File: config.mk
export PLATFORM = sky130hd
export DESIGN_NAME = ccs_clock_select
export DESIGN_NICKNAME = d
export VERILOG_FILES = /design/src/core/ccs_pkg.sv /design/src/core/ccs_clock_select.sv
export SDC_FILE = /design/constraint.sdc
export NUM_CORES = 1
export LEC_CHECK = 0
export BUFFER_PORTS_ARGS = -buffer_cell sky130_fd_sc_hd__buf_2
export CORE_MARGIN = 2
export CORE_UTILIZATION = 40
export DETAILED_ROUTE_END_ITERATION = 7
export SETUP_SLACK_MARGIN = 0.5
export SYNTH_ARGS = -nofsm -noshare
export SYNTH_HDL_FRONTEND = slang
export SYNTH_SLANG_ARGS = --single-unit
File: constraint.sdc
create_clock -name clk -period 2.85 [get_ports clk]
set_input_delay 0.4275 -clock clk [delete_from_list [all_inputs] [get_ports clk]]
set_output_delay 0.4275 -clock clk [all_outputs]
set_load 0.01 [all_outputs]
File: src/core/ccs_pkg.sv
// Package with register map, field positions, reset values and timing constants of the clock select block.
package ccs_pkg;

    // ==========================================================================
    // Register map
    localparam logic [15:0] CCS_PIN_MODE_ADDR  = 16'hFF9F;
    localparam logic [15:0] CCS_CPU_CTRL_ADDR  = 16'hFFFB;
    localparam logic [15:0] CCS_STATUS_ADDR    = 16'h0000;
    localparam logic [7:0]  CCS_PIN_MODE_RESET = 8'h00;
    localparam logic [7:0]  CCS_CPU_CTRL_RESET = 8'h01;

    // ==========================================================================
    // Field positions
    localparam int CCS_HS_EXT_BIT    = 7;
    localparam int CCS_HS_PIN_BIT    = 6;
    localparam int CCS_SUB_EXT_BIT   = 5;
    localparam int CCS_SUB_PIN_BIT   = 4;
    localparam int CCS_GAIN_BIT      = 0;
    localparam int CCS_XT_START_BIT  = 6;
    localparam int CCS_CPU_STATUS_BIT = 5;
    localparam int CCS_SOURCE_BIT     = 4;
    localparam logic [7:0] CCS_PIN_MODE_MASK = 8'hF1;
    localparam logic [7:0] CCS_CPU_CTRL_MASK = 8'h57;

    // ==========================================================================
    // Timing
    localparam int CCS_CLK_MHZ        = 25;
    localparam int CCS_GAIN_HOLD_US   = 5;
    localparam int CCS_GAIN_HOLD_CYC  = CCS_GAIN_HOLD_US * CCS_CLK_MHZ;
    localparam int CCS_OST_CYC_DEFAULT = 256;
    localparam int CCS_INSTR_CLOCKS   = 2;

    typedef enum logic [1:0] {CCS_HS_PORT, CCS_HS_CRYSTAL, CCS_HS_EXTERNAL} ccs_hs_mode_t;
    typedef enum logic [1:0] {CCS_SUB_PORT, CCS_SUB_CRYSTAL, CCS_SUB_EXTERNAL} ccs_sub_mode_t;

endpackage : ccs_pkg

File: src/core/ccs_clock_select.sv
// Clock pin mode and CPU clock select logic with an AXI4-Lite register slave.
//
// Function
// - The pin mode register resets to zero; only bits 7 to 4 and the gain bit are written, when write strobe bit 0 is set.
// - The high-speed pin field gives port for 00 and 10, crystal for 01 and external clock for 11.
// - The gain band bit takes only one change after reset and is set before peripherals.
// - Writing the gain band bit to one gates the CPU clock off for at least five microseconds.
// - Leaving stop with gain band one on the main clock holds the CPU five microseconds, or the stabilization time on crystal.
// - The CPU clock control register resets to 01H, main clock divided by two.
// - The read-only status bit shows zero on the main clock and one on the subsystem clock.
// - Divider codes 000 to 100 give main clock over 1 to 16, or subsystem over two when source is one.
// - The minimum instruction time is two periods of the selected CPU clock.
// - The subsystem pin mode is crystal if crystal start is set, else decoded from the two mode bits.
`timescale 1ns/1ps
module ccs_clock_select
    import ccs_pkg::*;
#(
    parameter int OST_CYCLES = CCS_OST_CYC_DEFAULT
) (
    input  wire logic        clk,
    input  wire logic        reset,
    input  wire logic [15:0] s_axi_awaddr,
    input  wire logic        s_axi_awvalid,
    output logic             s_axi_awready,
    input  wire logic [31:0] s_axi_wdata,
    input  wire logic [3:0]  s_axi_wstrb,
    input  wire logic        s_axi_wvalid,
    output logic             s_axi_wready,
    output logic [1:0]       s_axi_bresp,
    output logic             s_axi_bvalid,
    input  wire logic        s_axi_bready,
    input  wire logic [15:0] s_axi_araddr,
    input  wire logic        s_axi_arvalid,
    output logic             s_axi_arready,
    output logic [31:0]      s_axi_rdata,
    output logic [1:0]       s_axi_rresp,
    output logic             s_axi_rvalid,
    input  wire logic        s_axi_rready,
    input  wire logic        stopRelease,
    input  wire logic        mainIsCrystal,
    input  wire logic        mainClkTick,
    input  wire logic        subClkTick,
    output logic [1:0]       hsPinMode,
    output logic [1:0]       subPinMode,
    output logic             cpuClockEnable,
    output logic             cpuClockHold,
    output logic             instrSlot
);

    if (OST_CYCLES < 1 || OST_CYCLES > 65535) begin : g_ost_range
        $error("OST_CYCLES out of range");
    end

    localparam logic [15:0] GAIN_HOLD = 16'(CCS_GAIN_HOLD_CYC);
    localparam logic [15:0] OST_HOLD  = 16'(OST_CYCLES);

    // ==========================================================================
    // State
    typedef struct packed {
        logic        awHeld;
        logic [15:0] awAddr;
        logic        wHeld;
        logic [7:0]  wData;
        logic        wStrb;
        logic        bValid;
        logic [1:0]  bResp;
        logic        rValid;
        logic [31:0] rData;
        logic [1:0]  rResp;
        logic [7:0]  pinMode;
        logic [6:0]  cpuCtrl;
        logic        gainChanged;
        logic [15:0] holdCount;
        logic        subActive;
        logic [3:0]  activeDiv;
        logic [3:0]  divCount;
        logic        slot;
        logic        stopSync0;
        logic        stopSync1;
        logic        stopSeen;
        logic        instrPhase;
    } ccs_state_t;

    ccs_state_t state;
    ccs_state_t next_state;

    logic       doWrite;
    logic       doRead;
    logic       tick;
    logic [3:0] reqDiv;
    logic [7:0] cpuRead;
    logic       stopRise;
    logic       holdLoad;

    // ==========================================================================
    // Combinational next state
    always_comb begin
        next_state = state;
        holdLoad   = 1'b0;
        stopRise   = state.stopSync1 & ~state.stopSeen;
        next_state.stopSync0 = stopRelease;
        next_state.stopSync1 = state.stopSync0;
        next_state.stopSeen  = state.stopSync1;
        cpuRead = {1'b0, state.cpuCtrl[6], state.subActive, state.cpuCtrl[4:0]};

        if (s_axi_awvalid && !state.awHeld) begin
            next_state.awHeld = 1'b1;
            next_state.awAddr = s_axi_awaddr;
        end
        if (s_axi_wvalid && !state.wHeld) begin
            next_state.wHeld = 1'b1;
            next_state.wData = s_axi_wdata[7:0];
            next_state.wStrb = s_axi_wstrb[0];
        end
        doWrite = state.awHeld && state.wHeld && !state.bValid;
        if (doWrite) begin
            next_state.awHeld = 1'b0;
            next_state.wHeld  = 1'b0;
            next_state.bValid = 1'b1;
            next_state.bResp  = 2'h0;
            if (state.awAddr == CCS_PIN_MODE_ADDR) begin
                if (state.wStrb) begin
                    next_state.pinMode[7:4] = state.wData[7:4];
                    if (!state.gainChanged && state.wData[CCS_GAIN_BIT] != state.pinMode[CCS_GAIN_BIT]) begin
                        next_state.pinMode[CCS_GAIN_BIT] = state.wData[CCS_GAIN_BIT];
                        next_state.gainChanged = 1'b1;
                        if (state.wData[CCS_GAIN_BIT]) begin
                            next_state.holdCount = GAIN_HOLD;
                            holdLoad             = 1'b1;
                        end
                    end
                end
            end else if (state.awAddr == CCS_CPU_CTRL_ADDR) begin
                if (state.wStrb) begin
                    next_state.cpuCtrl[6]   = state.wData[6];
                    next_state.cpuCtrl[4:0] = state.wData[4:0];
                end
            end else if (state.awAddr != CCS_STATUS_ADDR) begin
                next_state.bResp = 2'h2;
            end
        end
        if (state.bValid && s_axi_bready) begin
            next_state.bValid = 1'b0;
        end

        doRead = s_axi_arvalid && !state.rValid;
        if (doRead) begin
            next_state.rValid = 1'b1;
            next_state.rResp  = 2'h0;
            unique case (s_axi_araddr)
                CCS_PIN_MODE_ADDR: next_state.rData = {24'h000000, state.pinMode};
                CCS_CPU_CTRL_ADDR: next_state.rData = {24'h000000, cpuRead};
                CCS_STATUS_ADDR:   next_state.rData = {24'h000000, 3'h0, state.activeDiv, state.gainChanged};
                default: begin
                    next_state.rData = 32'h00000000;
                    next_state.rResp = 2'h2;
                end
            endcase
        end else if (state.rValid && s_axi_rready) begin
            next_state.rValid = 1'b0;
        end

        if (stopRise && state.pinMode[CCS_GAIN_BIT] && !state.subActive) begin
            next_state.holdCount = mainIsCrystal ? OST_HOLD : GAIN_HOLD;
            holdLoad             = 1'b1;
        end else if (!holdLoad && state.holdCount != 16'h0000) begin
            next_state.holdCount = state.holdCount - 16'h0001;
        end

        // Legal codes select a divide-by power; prohibited codes keep the running setting.
        unique case ({state.cpuCtrl[CCS_SOURCE_BIT], state.cpuCtrl[2:0]})
            4'h0: reqDiv = 4'h0;
            4'h1: reqDiv = 4'h1;
            4'h2: reqDiv = 4'h3;
            4'h3: reqDiv = 4'h7;
            4'h4: reqDiv = 4'hF;
            4'h8, 4'h9, 4'hA, 4'hB, 4'hC: reqDiv = 4'h1;
            default: reqDiv = state.activeDiv;
        endcase

        tick = state.subActive ? subClkTick : mainClkTick;
        next_state.slot = 1'b0;
        if (state.slot) begin
            next_state.instrPhase = ~state.instrPhase;
        end
        // A hold that starts in this cycle also cancels the pulse that would end here, so none slips out.
        if (tick && state.holdCount == 16'h0000 && !holdLoad) begin
            if (state.divCount == 4'h0) begin
                // A new source or ratio is taken only at the end of a whole period.
                next_state.divCount  = reqDiv;
                next_state.activeDiv = reqDiv;
                next_state.subActive = state.cpuCtrl[CCS_SOURCE_BIT];
                next_state.slot      = 1'b1;
            end else begin
                next_state.divCount = state.divCount - 4'h1;
            end
        end
    end

    always_ff @(posedge clk or posedge reset) begin
        if (reset) begin
            state         <= '0;
            state.pinMode <= CCS_PIN_MODE_RESET;
            state.cpuCtrl <= CCS_CPU_CTRL_RESET[6:0];
            state.activeDiv <= 4'h1;
            state.divCount  <= 4'h1;
        end else begin
            state <= next_state;
        end
    end

    // ==========================================================================
    // Outputs
    assign s_axi_awready  = ~state.awHeld;
    assign s_axi_wready   = ~state.wHeld;
    assign s_axi_bvalid   = state.bValid;
    assign s_axi_bresp    = state.bResp;
    assign s_axi_arready  = ~state.rValid;
    assign s_axi_rvalid   = state.rValid;
    assign s_axi_rdata    = state.rData;
    assign s_axi_rresp    = state.rResp;
    assign cpuClockEnable = state.slot;
    assign cpuClockHold   = state.holdCount != 16'h0000;
    assign instrSlot      = state.slot & state.instrPhase;

    always_comb begin
        unique case ({state.pinMode[CCS_HS_EXT_BIT], state.pinMode[CCS_HS_PIN_BIT]})
            2'b01:   hsPinMode = 2'(CCS_HS_CRYSTAL);
            2'b11:   hsPinMode = 2'(CCS_HS_EXTERNAL);
            2'b00, 2'b10: hsPinMode = 2'(CCS_HS_PORT);
        endcase
        if (state.cpuCtrl[CCS_XT_START_BIT]) begin
            subPinMode = 2'(CCS_SUB_CRYSTAL);
        end else begin
            unique case ({state.pinMode[CCS_SUB_EXT_BIT], state.pinMode[CCS_SUB_PIN_BIT]})
                2'b01:   subPinMode = 2'(CCS_SUB_CRYSTAL);
                2'b11:   subPinMode = 2'(CCS_SUB_EXTERNAL);
                2'b00, 2'b10: subPinMode = 2'(CCS_SUB_PORT);
            endcase
        end
    end

    // ==========================================================================
    // Assertions
    property p_gain_hold;
        @(posedge clk) disable iff (reset)
        (doWrite && state.awAddr == CCS_PIN_MODE_ADDR && next_state.holdCount == GAIN_HOLD
         && !state.pinMode[CCS_GAIN_BIT] && state.wData[CCS_GAIN_BIT] && state.wStrb)
        |=> !cpuClockEnable [*8];
    endproperty
    a_gain_hold: assert property (p_gain_hold) else $error("CPU clock ran during gain hold");

    property p_gain_once;
        @(posedge clk) disable iff (reset)
        $past(state.gainChanged) |-> $stable(state.pinMode[CCS_GAIN_BIT]);
    endproperty
    a_gain_once: assert property (p_gain_once) else $error("Gain bit changed twice");

    property p_status_bit;
        @(posedge clk) disable iff (reset)
        state.slot |-> cpuRead[CCS_CPU_STATUS_BIT] == $past(state.cpuCtrl[CCS_SOURCE_BIT]);
    endproperty
    a_status_bit: assert property (p_status_bit) else $error("Status bit wrong");

    property p_hs_ext;
        @(posedge clk) disable iff (reset)
        (state.pinMode[7:6] == 2'b10) |-> hsPinMode == 2'(CCS_HS_PORT);
    endproperty
    a_hs_ext: assert property (p_hs_ext) else $error("Pin mode decode wrong");

    property p_sub_start;
        @(posedge clk) disable iff (reset)
        state.cpuCtrl[CCS_XT_START_BIT] |-> subPinMode == 2'(CCS_SUB_CRYSTAL);
    endproperty
    a_sub_start: assert property (p_sub_start) else $error("Sub pin decode wrong");

    property p_no_short;
        @(posedge clk) disable iff (reset)
        (tick && state.holdCount == 16'h0000 && state.divCount != 4'h0) |=> $stable(state.subActive);
    endproperty
    a_no_short: assert property (p_no_short) else $error("Source switched mid period");

    property p_stop_hold;
        @(posedge clk) disable iff (reset)
        (stopRise && state.pinMode[CCS_GAIN_BIT] && !state.subActive) |=> cpuClockHold [*8];
    endproperty
    a_stop_hold: assert property (p_stop_hold) else $error("No hold after stop");

    property p_reset_div;
        @(posedge clk) disable iff (reset)
        $rose(state.slot) && !$past(state.subActive) && $past(state.cpuCtrl[4:0]) == 5'h01
        |-> state.activeDiv == 4'h1;
    endproperty
    a_reset_div: assert property (p_reset_div) else $error("Divider code one not halving");

    property p_hold_gate;
        @(posedge clk) disable iff (reset)
        cpuClockHold |-> !cpuClockEnable;
    endproperty
    a_hold_gate: assert property (p_hold_gate) else $error("CPU clock pulse during hold");

    property p_read_upper;
        @(posedge clk) disable iff (reset)
        s_axi_rvalid |-> s_axi_rdata[31:8] == 24'h000000;
    endproperty
    a_read_upper: assert property (p_read_upper) else $error("Upper read bits not zero");

    property p_hs_crystal;
        @(posedge clk) disable iff (reset)
        (state.pinMode[7:6] == 2'b01) |-> hsPinMode == 2'(CCS_HS_CRYSTAL);
    endproperty
    a_hs_crystal: assert property (p_hs_crystal) else $error("Crystal pin mode decode wrong");

    property p_sub_ext;
        @(posedge clk) disable iff (reset)
        (!state.cpuCtrl[CCS_XT_START_BIT] && state.pinMode[5:4] == 2'b11) |-> subPinMode == 2'(CCS_SUB_EXTERNAL);
    endproperty
    a_sub_ext: assert property (p_sub_ext) else $error("Sub external decode wrong");

    property p_div_sixteen;
        @(posedge clk) disable iff (reset)
        $rose(state.slot) && $past(state.cpuCtrl[4:0]) == 5'h04 |-> state.activeDiv == 4'hF;
    endproperty
    a_div_sixteen: assert property (p_div_sixteen) else $error("Divider code four not by sixteen");

    property p_sub_div;
        @(posedge clk) disable iff (reset)
        $rose(state.slot) && $past(state.cpuCtrl[CCS_SOURCE_BIT]) && $past(state.cpuCtrl[2:0]) <= 3'h4
        |-> state.subActive && state.activeDiv == 4'h1;
    endproperty
    a_sub_div: assert property (p_sub_div) else $error("Subsystem clock not halved");

    property p_crystal_load;
        @(posedge clk) disable iff (reset)
        (stopRise && state.pinMode[CCS_GAIN_BIT] && !state.subActive && mainIsCrystal)
        |=> state.holdCount == OST_HOLD;
    endproperty
    a_crystal_load: assert property (p_crystal_load) else $error("Stabilization hold not loaded");

    property p_main_load;
        @(posedge clk) disable iff (reset)
        (stopRise && state.pinMode[CCS_GAIN_BIT] && !state.subActive && !mainIsCrystal)
        |=> state.holdCount == GAIN_HOLD;
    endproperty
    a_main_load: assert property (p_main_load) else $error("Stop hold not loaded");

endmodule : ccs_clock_select

Word level (Yosys, flattened, before mapping). Cells that the tools add are included.

Register bits after elaboration: 107. Bits of input ports: 79. Word-level logic and storage cells: 135.

$add $sub $neg: 2. Eq/ne operators: 20. Muxes and demuxes: 35. Bitwise logic cells: 8. Reductions and logical operators: 47.

Operators with widths (count): $mux W16 (7); $eq A16 B16 Y1 const B (4); $logic_not A16 Y1 (2); $reduce_bool A16 Y1 (2); $pmux W8 S3 (1); $eq A4 B4 Y1 const B (5); $pmux W4 S5 (1); $mux W17 (1); $sub A16 B1 Y16 const B (1); $reduce_bool A3 Y1 (5); $mux W1 (14); $logic_and A1 B1 Y1 (13); $pmux W2 S3 (2); $mux W10 (1); $mux W2 (5); $mux W9 (1); $eq A2 B2 Y1 const B (4); $eq A4 B2 Y1 const B (2); $logic_not A1 Y1 (8); $logic_not A4 Y1 (2); $reduce_and A4 Y1 (2); $reduce_bool A2 Y1 (4); $not A1 Y1 (6); $reduce_or A6 Y1 (1); other kinds (14) (18).

Longest topological paths before layout. Gate-level depths: netlist (run 1).

Depth after elaboration: 10. Gate-level depth with buffers: 8. Gate-level depth less buffers: 7.

Least setup slack after synthesis (run 1). No wires, ideal clock.

Kind: register to register. Start: register state[20] in the netlist's numbering. End: register state (netlist bit cpuRead[5]). Library setup time: 125 ps. Data arrival time: 2473 ps. Required time: 2725 ps. Path slack: 252 ps. Cell stages (with the launch flop): 9. Clock period less this slack: 2598 ps. Path through: dfrtp_1 or4_4 or2_1 buf_6 nor2_8 inv_4 or4_1 buf_2 mux2_4.

Word-level cells in the longest chain between the ends: 4.

Ends and longest elaborated chain: start, declared (RTL line ccs_clock_select.sv:84) `ccs_state_t state;`; start signal, assigned (RTL line ccs_clock_select.sv:208) `state <= next_state;`; $logic_not A16 Y1 (RTL line ccs_clock_select.sv:187) `if (tick && state.holdCount == 16'h0000 && !holdLoad) begin`; $logic_and A1 B1 Y1 (2 in series) (RTL line ccs_clock_select.sv:187); $reduce_and A2 Y1 (no line).

Every way passes these cells. A chain may end at the register's enable or synchronous reset.

Final worst setup path (run 1).
Start: register state[24] in the netlist's numbering. End: register state (netlist bit cpuRead[5]).

The elaborated chain is that of the path after synthesis.

==> impl_results.md, run 1 <==
- Clock sink count: 81
- Area delta synth->final: 15.4%
- Worst slew pin tran: ~800 ps
- Rel. slew slack: between 40 and 50%
- Post-route ant nets: 0
- Avg Inst Size Synth: roughly 11 µm²
- VDD IR max: between 0.3 and 0.4 mV
- Min cycle time layout: between 2000 and 2500 ps
- FP Rows: 36
- Final Skew: between 9 and 10 ps
- MaxCap Viol Count: 0
- Drt first pass iters: 4
- Worst-path fanout max: 10
- Hold Fails Final Rpt: 0
- H-tree depth: 3
- Post-Synthesis Cell Area: between 4000 and 5000 µm²
- Vias in the first global route: between 2000 and 3000
- Starting density of the core: between 40% and 50%
- Via density: slightly below 5
- Max-slew violations: 0
- Min Hold Slack: 164 ps
- DR vias: 2922
- Die Y: 105 µm
- CTS max path bufs: 2
- Highest clock rate: approximately 430 MHz
- Min-Delay Path Class: in -> async
- Number of remaining DRC errors: 0
- Power Density: ~620 nW/µm²
- Yosys reg bits: 81
- Top cells by area, synth: dfrtp_1 (48%), mux2_2 (10%), buf_4 (6.6%), nor2_1 (2.6%), nand2_1 (2.0%)
- Clock slew at reported path FFs: ~90 ps
- Grt total ovfl: 0
- Worst Path Required: ~3100 ps
- Setup crit start kind: flip-flop
- Layout Nets: roughly 530
- First DRT Iteration DRCs: 100
- CTS tree: built
- I/O Pins: 127
- CTS hold repair buffers: 0
- Final TNS setup: 0 ps
- PnR worst setup slack: roughly 500 ps
- Outcome: finished, final reports clean
- Fill cells: between 900 and 1000
- Pin count of the biggest net entering global routing: between 80 and 90
- Register area: between 2000 and 2500 µm²
- P_leak: about 2.2 nW
- N_diodes: 0
- Post-layout util: a little under half
- Skew-Pair Late Insertion Delay: ~350 ps
- Core ar.: about 9800 µm²
- Crit. End Element: flip-flop
- Top-area cell type share of the netlist area: 47.9%
- Share of cells above drive strength 1: between 30% and 40%
- DIE WIDTH: 105 µm
- Final setup viols: 0
- Multi-input logic area: 1800 µm²
- TritonCTS Buffers: 9
- CTS root buffer: clkbuf_8
- CP arrival: about 2600 ps
- Synth Warn #: 0
- Die Footprint: 11000 µm²
- Global-route wire length before repair: 13.5 mm
- Post-synthesis cell type count: just over 50
- Gr usage total: 15.2%
- WL/cell: about 14 µm
- RSZ-0062 raised after global routing: true
- Final wirelength: 8.03 mm
- Post-synthesis cell count: between 300 and 400
- Number of buffers added on ports: between 70 and 80
- Area leader, netlist: dfrtp_1
- Antenna violations before repair: 0
- Post-placement setup slack: 408 ps
- Hpwl dp: approximately 5.9 mm
- Tcrit/Tclk final: between 80 and 90%
- Crit path kind: reg -> reg
- Register area share after synthesis: roughly half
- Placer's final routability congestion estimate: about 0.85
-- state kept, by name (all words and copies together), names as in the netlist --
signal / cells
state: 59
s_axi_rdata: 8
cpuRead: 7
next_state: 2
cpuClockEnable: 1
s_axi_bresp: 1
s_axi_bvalid: 1
s_axi_rresp: 1
s_axi_rvalid: 1
-- area by class of cell --
type / instances / share of cell area, %
multi-input cells: 259 / 38.3
inverters: 15 / 1.33
well taps: 133 / 3.54
clock inverters: 7 / 1.25
clock buffers: 9 / 2.63
repair buffers: 84 / 9.79
flip-flops and latches: 81 / 43.2
-- metal layers --
| metal | up-vias | routed length, µm | part of all wire (%) | GRT usage [%] |
|---|---|---|---|---|
| li1 | 1425 | - | - | - |
| met1 | 1414 | 3730 | 46 | 21.4 |
| met2 | 75 | 3790 | 47 | 22.2 |
| met3 | 8 | 411 | 5.1 | 4.24 |
| met4 | 0 | 96 | 1.2 | 6.10 |
| met5 | - | 0 | 0 | 0 |
-- synthesized netlist by cell type (all sizes together) --
master	n
or2	3
or4	5
and3	1
and2	2
a22o	1
o2111ai	3
and4b	2
a211oi	2
and4	1
o21ai	14
a22oi	7
mux2i	4
a21o	4
xor2	6
nand2	22
xnor2	9
o21bai	3
mux2	40
conb	1
nor3b	2
dfrtp	78
nor4bb	1
nor2	29
o211ai	2
nand3	7
nor2b	6
o31ai	3
inv	15
ha	3
buf	38
nand4	9
o21a	5
or3	1
nor3	7
a222oi	2
a21boi	1
a31oi	3
nand3b	1
nor4b	2
a21oi	7
o41ai	1
clkbuf	6
nor4	12
dfstp	3
-- cells in the final DEF, fill, tap and decap left out, types with 5 or more instances in the layout --
cell type | synthesis | routed
nor4_1 | 12 | 11
o21ai_0 | 14 | 14
nand3_1 | 7 | 7
mux2_2 | 37 | 37
xnor2_1 | 9 | 9
nand2_1 | 22 | 22
clkbuf_8 | 0 | 9
buf_2 | 1 | 73
xor2_1 | 6 | 6
nor3_1 | 7 | 7
conb_1 | 1 | 26
a21oi_1 | 7 | 7
nor2b_1 | 6 | 6
inv_1 | 14 | 13
o21a_1 | 5 | 5
buf_4 | 36 | 10
nor2_1 | 28 | 28
nand4_1 | 9 | 9
a22oi_1 | 7 | 7
dfrtp_1 | 78 | 78
-- kinds of logic after synthesis --
| kind of cell | after synthesis | synth area share (%) |
|---|---|---|
| flops | 81 | 49.8 |
| simple gates | 113 | 15.0 |
| other cells | 1 | 0.0920 |
| fa+ha+maj | 3 | 0.921 |
| xor+xnor | 15 | 3.22 |
| compound gates | 58 | 9.58 |
| buf+inv | 59 | 9.03 |
| mux | 44 | 12.3 |
-- worst max-delay path: stages (launching register included) --
cell and delay, ps:
dfrtp_1 400, or4_4 540, or2_4 290, nor2_8 100
inv_4 70, or4_4 530, mux2_4 310
-- worst paths after layout --
kind / from / end / slack [ps] / depth (start not counted)
setup / recovery: state[24] / cpuRead[5] / 500 / 6
hold reg to reg: next_state[2] / next_state[1] / 350 / 0
min in group clk: stopRelease / next_state[2] / 190 / 1
max in group asynchronous: reset / state[5] / 2310 / 3
setup reg to reg: state[24] / cpuRead[5] / 500 / 6
hold / removal: reset / state[95] / 160 / 3
-- through the flow --
stage / power (mW) / area [µm²] / instances
floorplan: 1.99 / 4180 / 399
CTS: 2.94 / 4670 / 587
finish: 2.90 / 4700 / 588
detailed placement: 2.15 / 4460 / 568
global placement: 2.12 / 4460 / 568
global route: 3.09 / 4700 / 588
-- power by group --
part           internal (mW)  switching [mW]
clock                  0.330           0.455
sequential              1.39           0.187
combinational          0.302           0.239
-- repair_timing --
item / in CTS / in global routing
pin swaps: 0 / 0
endpoints found under the setup margin: 5 / 5
gates resized for setup: 2 / 3
setup buffers: 3 / 1
Power figures use the tool's default switching activity.
==> inputs of run 2 (changes only) <==
--- a/config.mk
+++ b/config.mk
@@ -5,6 +5,7 @@
 export SDC_FILE = /design/constraint.sdc
 export NUM_CORES = 1
 export LEC_CHECK = 0
+export ABC_AREA = 1
 export BUFFER_PORTS_ARGS = -buffer_cell sky130_fd_sc_hd__buf_2
 export CORE_MARGIN = 2
 export CORE_UTILIZATION = 40
==> constraint.sdc (replaced) <==
create_clock -name clk -period 2.3 [get_ports clk]
set_input_delay 0.345 -clock clk [delete_from_list [all_inputs] [get_ports clk]]
set_output_delay 0.345 -clock clk [all_outputs]
set_load 0.01 [all_outputs]
==> run 2 against run 1 <==
Against the previous run: clock power rose by 36%; die area rose by 6.3%; worst hold slack lost 130 ps; highest routed layer unchanged; synthesized area rose by 6.5%; final cell count is 27% higher; critical path type is now reg -> out; first-iteration DRC count is 10% higher.
==> impl_results.md, run 2 <==
- Top delay family on crit path: flip-flops (was simple AND/OR/NAND/NOR gates)
- Worst flop-to-flop path endpoint: state[28] (was cpuRead[5])
- Area leader, netlist: dfrtp_1 (unchanged)
- Highest clock rate: ~530 MHz
- Register with the most flip-flops: state (unchanged)
- Max FFs per register: 59 (unchanged)
- Vias in the first global route: 3300 (was 2797)
- MaxCap Viol Count: 0 (unchanged)
- Min-Delay Path Class: in -> async (unchanged)
- Post-synth EDFFs: 0 (unchanged)
- Final Skew: 13.6 ps (was 9.31 ps)
- Final TNS setup: 0 ps (unchanged)
- FFs w/ async S/R, synth: 100% (unchanged)
- P_leak: 2.56 nW (was 2.23 nW)
- Hpwl dp: 6.30 mm (was 5.89 mm)
- Antenna violations before repair: 0 (unchanged)
- Area delta synth->final: 15.0% (was 15.4%)
- Crit. End Element: output port (was flip-flop)
- Worst Path Required: 1960 ps (was 3090 ps)
- Core ar.: 10700 µm² (was 9820 µm²)
- RSZ-0062 raised after global routing: true (unchanged)
- Worst path depth: 8 (was 6)
- Post-route cell area: 4990 µm² (was 4700 µm²)
- VDD IR max: 0.392 mV (was 0.366 mV)
- Most common cell after layout, fill and taps aside: nand2_1 (was dfrtp_1)
- Fill cells: 1104 (was 945)
- CTS max path bufs: 2 (unchanged)
- Combinational Power Share: 25.9% (was 18.6%)
- Setup crit start kind: flip-flop (unchanged)
- Rel. slew slack: 63.7% (was 47.0%)
- Share of cells above drive strength 1: 26.0% (was 33.8%)
- FP Rows: 38 (was 36)
- Number of buffers added on ports: 73 (unchanged)
- CP arrival: 1530 ps (was 2590 ps)
- Outcome: finished, final reports clean (unchanged)
- Via density: 4.59 (was 4.97)
- Die Footprint: 11700 µm² (was 11000 µm²)
- Largest stage delay, worst path: 420 ps (was 540 ps)
- Min Hold Slack: 31.5 ps (was 164 ps)
- R2R cell count: 9 (was 6)
- CP most frequent cell: inv_2 (was or4_4)
- Drt first pass iters: 4 (unchanged)
- WL/cell: 11.4 µm (was 13.7 µm)
- PnR worst setup slack: 425 ps (was 503 ps)
- Post-route ant nets: 0 (unchanged)
- Int Pwr: 2.72 mW (was 2.02 mW)
- N_diodes: 0 (unchanged)
- Number of remaining DRC errors: 0 (unchanged)
- Worst slew pin tran: 543 ps (was 793 ps)
- Grt total ovfl: 0 (unchanged)
- Crit-path slowest cell: dfrtp_1 (was or4_4)
- Die Y: 108 µm (was 105 µm)
- Global-route wire length before repair: 14.7 mm (was 13.5 mm)
- Post-synthesis cell count: 523 (was 374)
- Avg Inst Size Synth: 8.30 µm² (was 10.9 µm²)
- Tcrit/Tclk final: approximately 82%
- Clock slew at reported path FFs: 90 ps (about the same)
- Top post-synthesis cells by count: nand2_1 (109), dfrtp_1 (78), nor2_1 (70), inv_1 (56), buf_4 (37) (was dfrtp_1 (78), mux2_2 (37), buf_4 (36), nor2_1 (28), nand2_1 (22))
- Post-place instance area: 4700 µm² (was 4460 µm²)
- DR vias: 3415 (was 2922)
- Post-Synthesis Cell Area: 4340 µm² (was 4070 µm²)
- Skew-Pair Late Insertion Delay: 350 ps (about the same)
- Top cells by area, synth: dfrtp_1 (45%), nand2_1 (9.4%), buf_4 (6.4%), nor2_1 (6.1%), inv_1 (4.8%) (was dfrtp_1 (48%), mux2_2 (10%), buf_4 (6.6%), nor2_1 (2.6%), nand2_1 (2.0%))
- Top FF cell, synth: dfrtp_1 (unchanged)
- Gr usage total: 15.7% (was 15.2%)
- Hold Fails Final Rpt: 0 (unchanged)
- Reg2reg start: state[14] (was state[24])
- I/O Pins: 127 (unchanged)
- First DRT Iteration DRCs: 110 (was 100)
- Final wirelength: 8.50 mm (was 8.03 mm)
- Sequence of cells on the critical path: inv_2, ha_4, inv_2, nor3_2, nand3_2, nor2_4, inv_1, buf_2 (was or4_4, or2_4, nor2_8, inv_4, or4_4, mux2_4)
- Yosys reg bits: 81 (unchanged)
- Worst-path fanout max: 3 (was 10)
- Commonest non-fill, non-tap cells in the layout: nand2_1 (108), dfrtp_1 (78), buf_2 (73), nor2_1 (69), inv_1 (51) (was dfrtp_1 (78), buf_2 (73), mux2_2 (37), nor2_1 (28), conb_1 (26))
- Most common cell in the netlist: nand2_1 (was dfrtp_1)
- Clock sink count: 81 (unchanged)
- Synth Warn #: 0 (unchanged)
- Seq pwr share: 47.4% (was 54.3%)
- Final setup viols: 0 (unchanged)
- CTS root buffer: clkbuf_8 (unchanged)
- DIE WIDTH: 108 µm (was 105 µm)
- Top-area cell type share of the netlist area: 45.0% (was 47.9%)
- CP Buf/Inv Count: 4 (was 1)
- H-tree depth: 3 (unchanged)
- TritonCTS Buffers: 9 (unchanged)
- Post-placement setup slack: 474 ps (was 408 ps)
- Placer's final routability congestion estimate: 0.779 (was 0.854)
- CTS hold repair buffers: 0 (unchanged)
- Layout Nets: 681 (was 532)
- Post-synthesis cell type count: 35 (was 51)
- Power share of the clock group: 26.7% (was 27.1%)
- Crit path kind: reg -> out (was reg -> reg)
- R2r setup slk: 580 ps (was 500 ps)
- Min cycle time layout: between 1500 and 2000 ps
- Starting density of the core: 40.6% (was 41.5%)
- Power Density: 803 nW/µm² (was 616 nW/µm²)
- Register area share after synthesis: 46.8% (was 49.8%)
- Pin count of the biggest net entering global routing: 60 (was 82)
- Switching fraction of total power: 32.2% (was 30.4%)
- Max-slew violations: 0 (unchanged)
- CTS tree: built (unchanged)
- NetSw: 1.29 mW (was 881 µW)
## run 2: power groups by stage
stage | registers [mW] | clock network (mW) | logic, mW
2_1_floorplan | 1.89 | 0 | 0.847
3_3_place_gp | 1.92 | 0 | 1.01
3_5_place_dp | 1.93 | 0 | 1.03
4_1_cts | 1.90 | 1.11 | 1.05
5_1_grt | 1.94 | 1.19 | 1.18
6_report | 1.90 | 1.07 | 1.04
## run 2: logic make-up (layout without fill, tap and decap cells)
logic type,count (synthesis),count (layout),synth area share [%]
multiplexers,11,11,2.85
AO/OA/AOI/OAI,56,56,6.81
other,1,26,0.0864
AND/OR/NAND/NOR,262,262,28.5
XOR/XNOR,11,11,2.22
flip-flops,81,81,46.8
buffers and inverters,98,154,11.9
adder cells (fa/ha/maj),3,3,0.865
## run 2: repair_timing
| action | CTS | global route |
|---|---|---|
| pin swaps | 4 | 4 |
| gates resized for setup | 7 | 4 |
| buffers inserted | 7 | 0 |
| endpoints found under the setup margin | 1 | 9 |
## run 2: metrics by stage
step	util (%)	cells	power, mW
floorplan	-	548	2.74
global placement	43.9	721	2.93
detailed placement	43.9	721	2.96
CTS	46.6	744	4.06
global route	46.7	744	4.31
finish	46.7	744	4.01
## run 2: worst reg2reg max path, stage by stage, from the launching register on
cell and delay [ps]:
dfrtp_1 420, inv_2 90, buf_4 100, buf_4 110, ha_1 200, nand2_2 120, nor2_2 170, nand4_1 110
or2_0 220, a21oi_1 120
## run 2: cell type report
cell class,instances,area [µm²],share of cell area [%]
Sequential cell,81,2030,40.7
Multi-Input combinational cell,369,1920,38.5
Timing Repair Buffer,82,445,8.92
Inverter,56,214,4.29
Tap cell,140,175,3.51
Clock buffer,12,155,3.11
Clock inverter,4,51.3,1.03
## run 2: per-layer routing
| metal | vias up | global-route usage, % | part of all wire [%] |
|---|---|---|---|
| met5 | - | 0 | 0 |
| met4 | 0 | 4.03 | 0.62 |
| met3 | 4 | 4.34 | 4.2 |
| met2 | 69 | 28.4 | 51 |
| met1 | 1583 | 18.2 | 44 |
| li1 | 1759 | - | - |
## run 2: how the worst max path moves through the flow
stage / to / slack (ps) / start
4_1_cts: cpuClockHold / 360 / state[14]
5_1_grt: cpuClockHold / 320 / state[22]
3_5_place_dp: cpuClockHold / 470 / state[14]
3_3_place_gp: cpuClockHold / 520 / state[14]
6_report: cpuClockHold / 420 / state[14]
2_1_floorplan: cpuClockHold / 750 / state[14]
==> inputs of run 3 (changes only) <==
==> constraint.sdc (replaced) <==
create_clock -name clk -period 1.9 [get_ports clk]
set_input_delay 0.285 -clock clk [delete_from_list [all_inputs] [get_ports clk]]
set_output_delay 0.285 -clock clk [all_outputs]
set_load 0.01 [all_outputs]
==> run 3 against run 2 <==
Against the previous run: the flow now finishes with violations (negative hold slack); clock skew is 2.4 ps lower; worst hold slack got worse by 34 ps; power grew 35%; largest power group unchanged; sequential share of layout area shrank 5.5 points; count of clock-buffer cells in the layout is 3 lower; core utilization increased by 7.3 points; first-iteration DRC count is 32% higher; final cell count grew 7.1%; critical path type unchanged; final area grew 16%; setup slack got worse by 380 ps; non-clock buffer count up 49.
==> impl_results.md, run 3 (synthesis gave the netlist of run 2 again) <==
- Post-place instance area: 4740 µm² (was 4700 µm²)
- Worst-path fanout max: 2 (was 3)
- CTS max path bufs: 2 (unchanged)
- Vias in the first global route: 3468 (was 3300)
- Pin count of the biggest net entering global routing: 28 (was 60)
- Most common cell after layout, fill and taps aside: nand2_1 (unchanged)
- Area delta synth->final: 33.0% (was 15.0%)
- Final wirelength: 9.99 mm (was 8.50 mm)
- WL/cell: 12.5 µm (was 11.4 µm)
- Highest clock rate: around 540 MHz
- Int Pwr: 3.55 mW (was 2.72 mW)
- Number of remaining DRC errors: 0 (unchanged)
- Register with the most flip-flops: state (unchanged)
- Combinational Power Share: 33.5% (was 25.9%)
- Min Hold Slack: -2.39 ps (was 31.5 ps)
- Drt first pass iters: 4 (unchanged)
- Tcrit/Tclk final: between 90% and 100%
- Global-route wire length before repair: 15.5 mm (was 14.7 mm)
- N_diodes: 0 (unchanged)
- H-tree depth: 3 (unchanged)
- FP Rows: 38 (unchanged)
- RSZ-0062 raised after global routing: true (unchanged)
- Power Density: 941 nW/µm² (was 803 nW/µm²)
- TritonCTS Buffers: 9 (unchanged)
- Outcome: finished with violations (was finished, final reports clean)
- MaxCap Viol Count: 0 (unchanged)
- Grt total ovfl: 0 (unchanged)
- Final setup viols: 0 (unchanged)
- Clock sink count: 81 (unchanged)
- Post-route cell area: 5770 µm² (was 4990 µm²)
- Starting density of the core: 40.6% (unchanged)
- Die Y: 108 µm (unchanged)
- Die Footprint: 11700 µm² (unchanged)
- Layout Nets: 734 (was 681)
- Power share of the clock group: 24.0% (was 26.7%)
- Commonest non-fill, non-tap cells in the layout: nand2_1 (90), dfrtp_1 (76), buf_2 (72), nor2_1 (59) (was nand2_1 (108), dfrtp_1 (78), buf_2 (73), nor2_1 (69), inv_1 (51))
- Via density: 4.66 (was 4.59)
- Worst slew pin tran: 659 ps (was 543 ps)
- Hold Fails Final Rpt: 1 (was 0)
- CTS root buffer: clkbuf_8 (unchanged)
- Rel. slew slack: 56.0% (was 63.7%)
- Skew-Pair Late Insertion Delay: 370 ps (was 350 ps)
- Number of buffers added on ports: 73 (unchanged)
- CTS hold repair buffers: 0 (unchanged)
- First DRT Iteration DRCs: 145 (was 110)
- Max FFs per register: 59 (unchanged)
- Seq pwr share: 42.5% (was 47.4%)
- Violated checks: negative hold slack
- Worst Path Required: 1620 ps (was 1960 ps)
- NetSw: 1.89 mW (was 1.29 mW)
- Max-slew violations: 0 (unchanged)
- CTS tree: built (unchanged)
- Post-placement setup slack: 279 ps (was 474 ps)
- CP arrival: 1570 ps (was 1530 ps)
- Crit path kind: reg -> out (unchanged)
- Antenna violations before repair: 1 (was 0)
- Final Skew: 11.2 ps (was 13.6 ps)
- Hpwl dp: 6.45 mm (was 6.30 mm)
- P_leak: 2.86 nW (was 2.56 nW)
- Switching fraction of total power: 34.7% (was 32.2%)
- DIE WIDTH: 108 µm (unchanged)
- Share of cells above drive strength 1: 40.8% (was 26.0%)
- Min-Delay Path Class: in -> async (unchanged)
- Clock slew at reported path FFs: 90 ps (about the same)
- Placer's final routability congestion estimate: 0.795 (was 0.779)
- PnR worst setup slack: 47.8 ps (was 425 ps)
- Min cycle time layout: roughly 1900 ps
- Gr usage total: 17.0% (was 15.7%)
- Setup crit start kind: flip-flop (unchanged)
- Crit. End Element: output port (unchanged)
- DR vias: 3716 (was 3415)
- Final TNS setup: 0 ps (unchanged)
- I/O Pins: 127 (unchanged)
- Post-layout util: 54.0% (was 46.7%)
- Post-route ant nets: 0 (unchanged)
- Core ar.: 10700 µm² (unchanged)
- VDD IR max: 0.474 mV (was 0.392 mV)
## run 3: per-stage QoR
stage          power [mW]  cells
6_report             5.43    797
3_5_place_dp         3.60    723
3_3_place_gp         3.55    723
5_1_grt              5.78    797
2_1_floorplan        3.31    548
4_1_cts              5.19    767
## run 3: layer usage
| metal | part of all wire [%] | vias to the layer above | track usage, % |
|---|---|---|---|
| li1 | - | 1868 | - |
| met1 | 41 | 1765 | 19.8 |
| met2 | 52 | 69 | 30.3 |
| met3 | 4.6 | 14 | 3.44 |
| met4 | 2.0 | 0 | 7.60 |
| met5 | 0 | - | 0 |
## run 3: power groups by stage
stage	clock network (mW)	logic (mW)	registers (mW)
after global placement	0	1.23	2.32
after detailed placement	0	1.26	2.34
after floorplan	0	1.03	2.29
final	1.31	1.82	2.31
after global routing	1.41	2.02	2.35
after CTS	1.35	1.54	2.29
## run 3: worst paths after layout
| check | startpoint | end | slack, ps | cells after the start |
|---|---|---|---|---|
| max in group asynchronous | reset | cpuRead[0] | 1320 | 3 |
| worst max register to register | state[15] | state[20] | 80 | 13 |
| worst max-delay path | state[15] | cpuClockHold | 50 | 8 |
| min in group clk | stopRelease | next_state[2] | 20 | 1 |
| worst min-delay path | reset | state[22] | -2 | 2 |
| worst min register to register | next_state[2] | next_state[1] | 360 | 0 |
## run 3: worst max-delay path: stages (launching register included)
cell and delay, ps:
dfrtp_1 410, inv_2 90, ha_4 140, inv_2 50, nor3_4 110, nand3_2 110, nor2_4 130, inv_2 40
buf_6 110
## run 3: cell type report
type,instances,area [µm²]
clock inverter,7,77.6
fill,972,4920
sequential,81,2030
clock buffer,9,124
tap,140,175
inverter,56,221
multi-input combinational,373,2260
timing repair buffer,131,885
## run 3: what timing repair did
action                                 in CTS  in global routing
buffers inserted                           25                 29
gates resized for setup                    29                 83
cloned                                      3                  1
endpoints found under the hold margin       0                  0
pin swaps                                  14                 38
setup endpoints to repair                  33                 58
